**config.mk**
```make
export PLATFORM = sky130hd
export DESIGN_NAME = fault_insertion_unit
export DESIGN_NICKNAME = d
export VERILOG_FILES = /design/src/fault_panel_pkg.sv /design/src/fault_insertion_unit.sv
export SDC_FILE = /design/constraint.sdc
export NUM_CORES = 1
export LEC_CHECK = 0
export BUFFER_PORTS_ARGS = -buffer_cell sky130_fd_sc_hd__buf_2
export CAP_MARGIN = 20
export CORE_MARGIN = 3
export CORE_UTILIZATION = 49
export CTS_CLUSTER_SIZE = 25
export DETAILED_ROUTE_END_ITERATION = 10
export PLACE_DENSITY_LB_ADDON = 0.2
export RECOVER_POWER = 50
export SLEW_MARGIN = 0
export SYNTH_ARGS = -nofsm -noshare
export SYNTH_HDL_FRONTEND = slang
export SYNTH_SLANG_ARGS = --single-unit
```
**constraint.sdc**
```tcl
create_clock -name mclk -period 3.2 [get_ports mclk]
set_input_delay 0.32 -clock mclk [delete_from_list [all_inputs] [get_ports mclk]]
set_output_delay 0.32 -clock mclk [all_outputs]
set_load 0.01 [all_outputs]
```
**src/fault_panel_pkg.sv**
```systemverilog
package fault_panel_pkg;

  // Panel geometry.
  localparam int          NUM_SLOTS   = 9;
  localparam int          TT_SLOT     = 9;   // Index of display number 10.
  localparam int          SYS_W       = 5;
  localparam int          CODE_W      = 14;  // System letter plus 3 octal digits.
  localparam logic [3:0]  DIGITS      = 4'h3;

  // Host exchange outcomes.
  localparam logic [1:0]  ANS_INVALID = 2'h0;
  localparam logic [1:0]  ANS_ACTIVE  = 2'h1;
  localparam logic [1:0]  ANS_NEW     = 2'h2;

  // Host operations.
  localparam logic [1:0]  OP_ACTIVATE = 2'h0;
  localparam logic [1:0]  OP_CLEAR    = 2'h1;
  localparam logic [1:0]  OP_CLR_ALL  = 2'h2;

  // Time-tagged lamp flash rate.
  localparam int          CLK_MHZ     = 250;
  localparam int          FLASH_MS    = 250;
  localparam int          FLASH_CYC   = FLASH_MS * 1000 * CLK_MHZ;

  // Register offsets of the APB slave.
  localparam logic [7:0]  OFS_STATUS  = 8'h00;
  localparam logic [7:0]  OFS_CTRL    = 8'h04;
  localparam logic [7:0]  OFS_PEND    = 8'h08;
  localparam logic [7:0]  OFS_ENTD    = 8'h0C;
  localparam logic        CTRL_RST    = 1'h1;

  typedef enum logic [2:0] {
    ST_IDLE    = 3'h0,
    ST_SYSTEM  = 3'h1,
    ST_DIGITS  = 3'h2,
    ST_QUERY   = 3'h3,
    ST_OPER    = 3'h4,
    ST_HOSTOP  = 3'h5,
    ST_INVALID = 3'h6,
    ST_CLRALL  = 3'h7
  } state_t;

endpackage

```
**src/fault_insertion_unit.sv**
```systemverilog
// What this block does
// - Nine selectable slots, slot ten reserved.
// - Selection lights slot lamp and in-use lamp.
// - System switch picks letter, stays lit.
// - Three octal digits echoed into verify.
// - Third digit queries host, three outcomes.
// - Invalid lights lamp, only reset accepted.
// - Panel reset clears panel and indications.
// - Already active: status, entered, code; clear only.
// - Not active: status, pending, code, panel dark.
// - Up to nine pending faults held.
// - Select then enter activates slot fault.
// - Repeated select and enter activate each.
// - Clear-all inhibits panels until host done.
// - After clear-all all lamps and readouts blank.
// - Slot then fault-clear removes fault, blanks.
// - Slot then display-clear blanks slot only.
// - Time-tagged pending shown before activation.
// - Host pending signal flashes time-tagged lamp.
// - Unanswered time-tagged fault clears at activation.
//
// Our own choices: the APB register port and the register addresses.
module fault_insertion_unit (
  input  wire logic                  mclk,
  input  wire logic                  reset,
  input  wire logic [8:0]            slot_sw,
  input  wire logic [4:0]            system_sw,
  input  wire logic                  key_press,
  input  wire logic [2:0]            key_digit,
  input  wire logic                  enter_sw,
  input  wire logic                  fault_clear_sw,
  input  wire logic                  display_clear_sw,
  input  wire logic                  clear_all_sw,
  input  wire logic                  panel_reset_sw,
  output logic      [8:0]            slot_lamp,
  output logic      [4:0]            system_lamp,
  output logic                       in_use_lamp,
  output logic                       invalid_lamp,
  output logic                       clear_all_lamp,
  output logic      [8:0]            verify_readout,
  output logic      [9:0]            status_lamp,
  output logic      [9:0]            entered_lamp,
  output logic      [9:0]            pending_lamp,
  output logic                       time_tagged_lamp,
  output logic      [139:0]          code_readout,
  output logic                       query_req,
  output logic      [13:0]           query_code,
  input  wire logic                  query_ack,
  input  wire logic [1:0]            query_answer,
  output logic                       op_req,
  output logic      [1:0]            op_kind,
  output logic      [13:0]           op_code,
  input  wire logic                  op_ack,
  input  wire logic                  tt_pending,
  input  wire logic [13:0]           tt_code,
  input  wire logic                  tt_activate,
  input  wire logic                  psel,
  input  wire logic                  penable,
  input  wire logic                  pwrite,
  input  wire logic [7:0]            paddr,
  input  wire logic [31:0]           pwdata,
  output logic      [31:0]           prdata,
  output logic                       pready,
  output logic                       pslverr
);

  localparam int NS = fault_panel_pkg::NUM_SLOTS;
  localparam int TT = fault_panel_pkg::TT_SLOT;

  // Panel switch pins cross from the operator side through two flops.
  logic [22:0] pin_s1_ff;
  logic [22:0] pin_s2_ff;
  logic [22:0] pin_s3_ff;
  logic [22:0] pin_raw;
  logic [22:0] pin_rise;
  assign pin_raw = {slot_sw, system_sw, key_press, key_digit, enter_sw,
                    fault_clear_sw, display_clear_sw, clear_all_sw,
                    panel_reset_sw};

  always_ff @(posedge mclk) begin
    pin_s1_ff <= pin_raw;
    pin_s2_ff <= pin_s1_ff;
    pin_s3_ff <= pin_s2_ff;
  end

  // Presses are rising edges on the synchronised levels; the digit is a level.
  assign pin_rise = pin_s2_ff & ~pin_s3_ff;
  wire [8:0] slot_press   = pin_rise[22:14];
  wire [4:0] sys_press    = pin_rise[13:9];
  wire       key_ev       = pin_rise[8];
  wire [2:0] digit_now    = pin_s2_ff[7:5];
  wire       enter_ev     = pin_rise[4];
  wire       fclr_ev      = pin_rise[3];
  wire       dclr_ev      = pin_rise[2];
  wire       clrall_ev    = pin_rise[1];
  wire       sw_reset_ev  = pin_rise[0];

  // Register bus: write CTRL bit 0 acts as a panel reset from software.
  wire apb_wr = psel && penable && pwrite;
  wire sw_ctl_reset = apb_wr && (paddr == fault_panel_pkg::OFS_CTRL) &&
                      pwdata[0] == fault_panel_pkg::CTRL_RST;
  wire panel_rst_ev = sw_reset_ev || sw_ctl_reset;

  fault_panel_pkg::state_t state_ff;
  fault_panel_pkg::state_t nxt_state;
  logic [3:0]  slot_ff;
  logic [4:0]  sys_ff;
  logic [8:0]  digits_ff;
  logic [3:0]  dcount_ff;
  logic [1:0]  opk_ff;
  logic [9:0]  pend_ff;
  logic [9:0]  entd_ff;
  logic [9:0]  stat_ff;
  logic [13:0] code_mem_ff [0:9];
  logic        tt_flag_ff;
  logic        flash_ff;
  logic [27:0] flash_cnt_ff;

  wire       any_slot  = |slot_press;
  wire       any_sys   = |sys_press;
  wire [13:0] cur_code = {sys_ff, digits_ff};
  logic [3:0] slot_idx;

  // Encode the pressed slot; slot ten has no switch and cannot be chosen.
  always_comb begin
    slot_idx = 4'h0;
    for (int i = NS - 1; i >= 0; i--) begin
      if (slot_press[i]) begin
        slot_idx = 4'(i);
      end
    end
  end

  // Panel sequencer; an out-of-order press trips the invalid state.
  always_comb begin
    nxt_state = state_ff;
    unique case (state_ff)
      fault_panel_pkg::ST_IDLE: begin
        // Only the synchronised edge is read; the raw pin is never sampled.
        if (clrall_ev) nxt_state = fault_panel_pkg::ST_CLRALL;
        else if (any_slot) nxt_state = fault_panel_pkg::ST_SYSTEM;
        else if (key_ev || enter_ev || fclr_ev || dclr_ev || any_sys) begin
          nxt_state = fault_panel_pkg::ST_INVALID;
        end
      end
      fault_panel_pkg::ST_SYSTEM: begin
        if (any_sys) nxt_state = fault_panel_pkg::ST_DIGITS;
        else if (enter_ev && pend_ff[slot_ff]) begin
          nxt_state = fault_panel_pkg::ST_HOSTOP;
        end else if (fclr_ev && entd_ff[slot_ff]) begin
          nxt_state = fault_panel_pkg::ST_HOSTOP;
        end else if (dclr_ev) nxt_state = fault_panel_pkg::ST_IDLE;
        else if (key_ev || enter_ev || fclr_ev || any_slot) begin
          nxt_state = fault_panel_pkg::ST_INVALID;
        end
      end
      fault_panel_pkg::ST_DIGITS: begin
        if (key_ev && dcount_ff == fault_panel_pkg::DIGITS - 4'h1) begin
          nxt_state = fault_panel_pkg::ST_QUERY;
        end else if (enter_ev || fclr_ev || dclr_ev || any_slot) begin
          nxt_state = fault_panel_pkg::ST_INVALID;
        end
      end
      fault_panel_pkg::ST_QUERY: begin
        if (query_ack) begin
          unique case (query_answer)
            fault_panel_pkg::ANS_ACTIVE: nxt_state = fault_panel_pkg::ST_OPER;
            fault_panel_pkg::ANS_NEW:    nxt_state = fault_panel_pkg::ST_IDLE;
            default:                     nxt_state = fault_panel_pkg::ST_INVALID;
          endcase
        end
      end
      fault_panel_pkg::ST_OPER: begin
        // The slot switch may be pressed again before the clear switch.
        if (fclr_ev) nxt_state = fault_panel_pkg::ST_HOSTOP;
        else if (key_ev || enter_ev || dclr_ev || any_sys) begin
          nxt_state = fault_panel_pkg::ST_INVALID;
        end
      end
      fault_panel_pkg::ST_HOSTOP: begin
        if (op_ack) nxt_state = fault_panel_pkg::ST_IDLE;
      end
      fault_panel_pkg::ST_INVALID: nxt_state = fault_panel_pkg::ST_INVALID;
      fault_panel_pkg::ST_CLRALL: begin
        if (op_ack) nxt_state = fault_panel_pkg::ST_IDLE;
      end
    endcase
    // Panel reset wins everywhere except during a clear-all.
    if (panel_rst_ev && state_ff != fault_panel_pkg::ST_CLRALL) begin
      nxt_state = fault_panel_pkg::ST_IDLE;
    end
  end

  wire in_idle = (state_ff == fault_panel_pkg::ST_IDLE);
  wire ans_ok  = (state_ff == fault_panel_pkg::ST_QUERY) && query_ack;
  wire op_done = (state_ff == fault_panel_pkg::ST_HOSTOP) && op_ack;

  // Panel-side entry registers.
  always_ff @(posedge mclk) begin
    if (reset) begin
      state_ff  <= fault_panel_pkg::ST_IDLE;
      slot_ff   <= 4'h0;
      sys_ff    <= 5'h00;
      digits_ff <= 9'h000;
      dcount_ff <= 4'h0;
      opk_ff    <= fault_panel_pkg::OP_ACTIVATE;
    end else begin
      state_ff <= nxt_state;
      if (in_idle && any_slot) slot_ff <= slot_idx;
      if (state_ff == fault_panel_pkg::ST_SYSTEM && any_sys) sys_ff <= sys_press;
      if (state_ff == fault_panel_pkg::ST_DIGITS && key_ev) begin
        digits_ff <= {digits_ff[5:0], digit_now};
        dcount_ff <= dcount_ff + 4'h1;
      end
      if (state_ff == fault_panel_pkg::ST_SYSTEM && enter_ev) begin
        opk_ff <= fault_panel_pkg::OP_ACTIVATE;
      end
      if (fclr_ev) opk_ff <= fault_panel_pkg::OP_CLEAR;
      if (nxt_state == fault_panel_pkg::ST_IDLE) begin
        sys_ff    <= 5'h00;
        digits_ff <= 9'h000;
        dcount_ff <= 4'h0;
      end
    end
  end

  // Per-slot display state; host events set, operator actions clear.
  always_ff @(posedge mclk) begin
    if (reset || (state_ff == fault_panel_pkg::ST_CLRALL && op_ack)) begin
      pend_ff <= 10'h000;
      entd_ff <= 10'h000;
      stat_ff <= 10'h000;
      tt_flag_ff <= 1'b0;
    end else begin
      if (ans_ok && query_answer == fault_panel_pkg::ANS_ACTIVE) begin
        stat_ff[slot_ff] <= 1'b1;
        entd_ff[slot_ff] <= 1'b1;
        code_mem_ff[slot_ff] <= cur_code;
      end
      if (ans_ok && query_answer == fault_panel_pkg::ANS_NEW) begin
        stat_ff[slot_ff] <= 1'b1;
        pend_ff[slot_ff] <= 1'b1;
        code_mem_ff[slot_ff] <= cur_code;
      end
      if (op_done && opk_ff == fault_panel_pkg::OP_ACTIVATE) begin
        entd_ff[slot_ff] <= 1'b1;
        pend_ff[slot_ff] <= 1'b0;
      end
      if ((op_done && opk_ff == fault_panel_pkg::OP_CLEAR) ||
          (state_ff == fault_panel_pkg::ST_SYSTEM && dclr_ev)) begin
        entd_ff[slot_ff] <= 1'b0;
        pend_ff[slot_ff] <= 1'b0;
        stat_ff[slot_ff] <= 1'b0;
        code_mem_ff[slot_ff] <= 14'h0000;
      end
      if (tt_pending) begin
        pend_ff[TT] <= 1'b1;
        stat_ff[TT] <= 1'b1;
        tt_flag_ff  <= 1'b1;
        code_mem_ff[TT] <= tt_code;
      end else if (tt_activate && tt_flag_ff) begin
        pend_ff[TT] <= 1'b0;
        stat_ff[TT] <= 1'b0;
        tt_flag_ff  <= 1'b0;
        code_mem_ff[TT] <= 14'h0000;
      end
    end
  end

  // Flash divider for the time-tagged lamp.
  always_ff @(posedge mclk) begin
    if (reset) begin
      flash_cnt_ff <= 28'h0000000;
      flash_ff     <= 1'b0;
    end else if (flash_cnt_ff == 28'(fault_panel_pkg::FLASH_CYC - 1)) begin
      flash_cnt_ff <= 28'h0000000;
      flash_ff     <= ~flash_ff;
    end else begin
      flash_cnt_ff <= flash_cnt_ff + 28'h0000001;
    end
  end

  // Lamp and readout drive.
  // An invalid panel shows only its invalid lamp, not a stale slot choice.
  wire busy = !in_idle && state_ff != fault_panel_pkg::ST_CLRALL &&
              state_ff != fault_panel_pkg::ST_INVALID;
  assign slot_lamp = busy ? (9'h001 << slot_ff) : 9'h000;
  assign system_lamp = busy ? sys_ff : 5'h00;
  assign in_use_lamp = busy;
  assign invalid_lamp = (state_ff == fault_panel_pkg::ST_INVALID);
  assign clear_all_lamp = (state_ff == fault_panel_pkg::ST_CLRALL);
  assign verify_readout = busy ? digits_ff : 9'h000;
  assign status_lamp = stat_ff;
  assign entered_lamp = entd_ff;
  assign pending_lamp = pend_ff;
  assign time_tagged_lamp = tt_flag_ff && flash_ff;
  genvar g;
  for (g = 0; g < 10; g++) begin : g_rd
    assign code_readout[g*14 +: 14] = stat_ff[g] ? code_mem_ff[g] : 14'h0000;
  end

  // Host handshake: requests stand until acknowledged.
  assign query_req  = (state_ff == fault_panel_pkg::ST_QUERY);
  assign query_code = cur_code;
  assign op_req  = (state_ff == fault_panel_pkg::ST_HOSTOP) ||
                   (state_ff == fault_panel_pkg::ST_CLRALL);
  assign op_kind = (state_ff == fault_panel_pkg::ST_CLRALL) ?
                   fault_panel_pkg::OP_CLR_ALL : opk_ff;
  assign op_code = code_mem_ff[slot_ff];

  // APB slave, zero wait states.
  assign pready  = 1'b1;
  assign pslverr = 1'b0;
  always_comb begin
    unique case (paddr)
      fault_panel_pkg::OFS_STATUS: prdata = {29'h0, state_ff};
      fault_panel_pkg::OFS_PEND:   prdata = {22'h0, pend_ff};
      fault_panel_pkg::OFS_ENTD:   prdata = {22'h0, entd_ff};
      default:                     prdata = 32'h00000000;
    endcase
  end
endmodule

```
* Yosys cells after proc, flatten, opt, wreduce, memory -nomap -nowiden
Memory sizes are Yosys's and may differ from the RTL's. A register that Yosys moved wholly into a read port is not among the register bits.
Cells that the tools add are included.
** Storage, ports and cells
- Register bits :: 155
- Memory bits (writable) :: 140
- Input bits :: 88
- Output and inout port bits :: 263
- Logic and storage cells :: 195
- Memories :: 1
** Memory list
- code_mem_ff :: depth 10, bits a word 14, read ports 11, clocked after memory_dff 1, write ports 2, line fault_insertion_unit.sv:114 : logic [13:0] code_mem_ff [0:9];
** Cells by class
- Add/subtract/negate cells :: 2
- Magnitude comparators :: 2
- Equal/unequal tests :: 16
- Shifts and indexed selects :: 1
- Muxes and demuxes :: 91
- Bitwise gates (word level) :: 16
- Reduce and logical (&&, ||, !) cells :: 51
** Operators with widths (number)
- $mux W14 :: 13
- $mux W10 :: 15
- $or A10 B10 Y10 :: 5
- $mux W3 :: 15
- $mux W4 :: 11
- $and A10 B10 Y10 :: 4
- $pmux W10 S3 :: 1
- $add A28 B1 Y28 const B :: 1
- $eq A28 B26 Y1 const B :: 1
- $mux W1 :: 27
- $logic_and A1 B1 Y1 :: 25
- $and A23 B23 Y23 :: 1
- $not A23 Y23 :: 1
- $pmux W3 S7 :: 1
- $mux W9 :: 2
- $eq A8 B4 Y1 const B :: 2
- $logic_or A1 B1 Y1 :: 14
- $eq A3 B3 Y1 const B :: 4
- $not A10 Y10 :: 1
- $reduce_or A9 Y1 :: 1
- $shl A1 B4 Y9 const A :: 1
- $bmux W1 S4 :: 2
- $eq A8 B3 Y1 const B :: 1
- $logic_not A8 Y1 :: 1
- other kinds (21) :: 29

* Logic depth before layout (Yosys ltp)
- Depth after elaboration :: 14
- Mapped depth :: 10
- Depth with buffers taken out :: 9

* Worst setup path before layout
No wires, ideal clock.
- Path type :: register to register
- From :: register state_ff[0]
- To :: memory code_mem_ff[11][0] (enable)
- Setup time :: 403 ps
- Data arrival time :: 2702 ps
- Required time :: 2797 ps
- Path slack :: 95 ps
- Cell stages (with the launch flop) :: 9
- Path buffers :: 2
- Period minus slack after synthesis :: 3105 ps
- Cells stage by stage :: dfxtp_1 -> clkbuf_1 -> nand2_1 -> nor2_1 -> and3_1 -> nand2b_1 -> o21ai_0 -> clkbuf_1 -> nor3_1
** RTL lines
- start: declaration :: line fault_insertion_unit.sv:104 : fault_panel_pkg::state_t state_ff;
- start signal: assignment :: line fault_insertion_unit.sv:201 : state_ff <= fault_panel_pkg::ST_IDLE;
- start signal: assignment :: line fault_insertion_unit.sv:208 : state_ff <= nxt_state;
- end: declaration :: line fault_insertion_unit.sv:114

==> summary.txt <==
GRT
  – GRT Util Overall: 23.7%
  – Gr ovfl total: 0
  – Global-route wire length before repair: 62500 um
  – Vias in the first global route: 10.7k
  – Initial antenna violation count: 0
  – Largest net degree at the start of global routing: 44

Power and ir drop
  – P_leak: 7.11 nW
  – Peak VDD IR: 494 uV
  – Power after layout: 11.3 mW
  – Power Density: 585 nW/um^2

STA
  – Final min period: 2.99 ns
  – Worst slew pin tran: 1.22 ns
  – Clock Skew: 0.0325 ns
  – Relative slew slack: 18.6%
  – Final setup violation count: 0
  – Final worst-path cycle share: 93.5%
  – Maximum clock rate: 334 MHz
  – Sum Neg Setup Slack: 0 ns
  – Hold WS: 0.0780 ns
  – RSZ-0062 raised after global routing: no
  – Final hold vios: 0
  – Max Slew Vio Count: 0

Setup path
  – Crit path kind: flip-flop to primary output
  – Crit. End Element: primary output
  – Critical Path Source Type: flip-flop
  – Critical Path RT: 2.88 ns
  – Worst reg2reg setup slack: 0.25 ns
  – Worst-case reg-to-reg path depth: 7
  – Reg2reg start: state_ff[2]$_SDFF_PP0_
  – CP max FO: 18
  – Critical Path AT: 2.67 ns

Clock network
  – Reg clk slew, reported paths: 0.06 ns
  – Clk Tree Root Cell: clkbuf_16
  – Cts repair resizes: 0
  – TritonCTS clock tree: yes
  – Worst-Skew Late Latency: 0.53 ns
  – Clock H-tree levels: 2
  – Clock buffer count from CTS: 38
  – Clk sinks: 380
  – Maximum clock path buffer count: 3

Synth
  – Mapped Area: 15900 sq um
  – Top cell type's share of synthesized area: 42.3%
  – Yosys warns: 0
  – Post-synth ARST share: 0%
  – Top post-synthesis cells by area: edfxtp_1, dfxtp_1, mux4_2
  – EDFF count, synth: 224
  – Seq/Total Area, Yosys: 61.9%
  – Post-synth top area cell: edfxtp_1
  – Yosys cell types: 67
  – Cell count after synthesis: 1179
  – Main flop type after synthesis: edfxtp_1
  – Syn avg cell area: 13.5 sq um
  – Flops & latches, synth: 380

Finish
  – Layout cells sized above 1: 24.4%
  – Final core occ: 60.7%
  – Area Growth Syn to Fin: 21.3%
  – Nets: 1616
  – Antenna diodes: 0

Detailed routing
  – Metal3 WL: 3300 um
  – # DRC: 0
  – DRT antenna net count: 0
  – Drt first pass iters: 6
  – Met2 WL: 19600 um
  – 1st-iter DRT viols: 961
  – Via Count: 10.9k
  – Max layer used: met4
  – Routed WL per cell: 20.9 um
  – Vias per cell: 5.47
  – Wl on met1: 17600 um
  – Routed wire length: 41600 um

Floorplanning
  – Initial Utilization: 50.0%
  – Die Footprint: 34700 sq um
  – Std cell rows: 65
  – Die X: 186 um
  – Die Ht: 186 um
  – Total core area: 31800 sq um
  – IO Pins: 351

Place
  – Port bufs: 295
  – Final HPWL DP: 30000 um
  – RD Place Congestion: 0.910

Job
  – Max-cap violations: 0

Min path
  – Hold Crit Depth: 2
  – Hold Path Class: primary input to flip-flop
  – Hold Crit Start: tt_code[1]

Run status
  – Status: finished, final reports clean
-- kinds of logic (layout without fill, tap and decap cells) --
kind of cell    Yosys count  count (layout)  share of synthesized area [%]
flops                   380             380                           61.9
other cells               2              24                         0.0472
xor+xnor                 26              26                           1.43
fa+ha+maj                 6               6                          0.472
mux                      99              99                           11.9
compound gates          130             130                           5.62
simple gates            436             436                           15.4
buf+inv                 100             450                           3.13
-- final timing paths --
kind,endpoint
setup / recovery,op_code[12]
hold / removal,code_mem_ff[9][1]$_DFFE_PP_
setup reg to reg,code_mem_ff[9][11]$_DFFE_PP_
hold reg to reg,pin_s2_ff[16]$_DFF_P_
-- cell type report --
type | instances | area [sq um]
fillers | 2550 | 12500
repair buffers | 367 | 1920
flip-flops and latches | 380 | 9850
multi-input cells | 721 | 5680
inverters | 14 | 52.6
clock inverters | 17 | 174
clock buffers | 52 | 1080
well taps | 435 | 544
-- layer usage --
metal / up-vias / track usage [%]
li1: 5004 / -
met3: 81 / 3.99
met2: 507 / 38.5
met4: 0 / 7.42
met1: 5270 / 33.0
met5: - / 0
-- cells in the final DEF (no fill, tap or decap), types with 21 or more instances in the layout --
cell type / n
dfxtp_1: 154
dlygate4sd3_1: 23
nor2b_1: 23
a211oi_1: 24
buf_2: 174
a21oi_1: 49
mux4_2: 72
and2_1: 61
nand2_1: 36
and2_0: 88
nor2_1: 82
clkbuf_16: 41
nand3_1: 25
conb_1: 24
nor3_1: 25
edfxtp_1: 224
clkbuf_1: 133
and3_1: 21
buf_4: 38
mux2i_1: 22
-- cells in the mapped netlist, drive strengths merged (21+ instances only) --
cell,number
nand3,25
nand2,36
buf,42
dfxtp,156
edfxtp,224
and3,21
a211oi,24
and2,149
mux4,72
mux2i,22
nor3,42
nor2,83
a21oi,49
clkbuf,44
nor2b,23
-- through the flow --
stage	setup slack [ns]	cells	area, sq um
floorplan	0.0947	1201	16000
global placement	0.531	1894	18000
detailed placement	0.528	1894	18000
CTS	0.173	1986	19500
global route	0.0839	1986	19300
finish	0.210	1986	19300
-- report_power, final --
| part | internal (mW) | switching (mW) |
|---|---|---|
| Sequential | 5.26 | 0.187 |
| Combinational | 0.628 | 0.796 |
| Clock | 2.61 | 1.81 |
-- state kept, by name (all words and copies together), names as in the netlist, named ones only --
| name | count |
|---|---|
| code_mem_ff | 224 |
| dcount_ff | 4 |
| digits_ff | 9 |
| entered_lamp | 9 |
| flash_cnt_ff | 28 |
| flash_ff | 1 |
| opk_ff | 1 |
| pending_lamp | 10 |
| pin_s1_ff | 23 |
| pin_s2_ff | 23 |
| pin_s3_ff | 20 |
| slot_ff | 4 |
| state_ff | 3 |
| status_lamp | 10 |
| sys_ff | 5 |
| tt_flag_ff | 1 |
-- repair_timing --
| item | CTS | global route |
|---|---|---|
| buffers inserted | 0 | 0 |
| hold buffers | 23 | 0 |
| endpoints found under the hold margin | 23 | 0 |
-- worst max-delay path, cell delays in order, from the launching register on --
cell     delay (ns)
dfxtp_4        0.60
buf_4          0.26
mux4_2         0.58
mux4_2         0.53
buf_2          0.17
No activity file was read; power rests on OpenSTA's default activity.
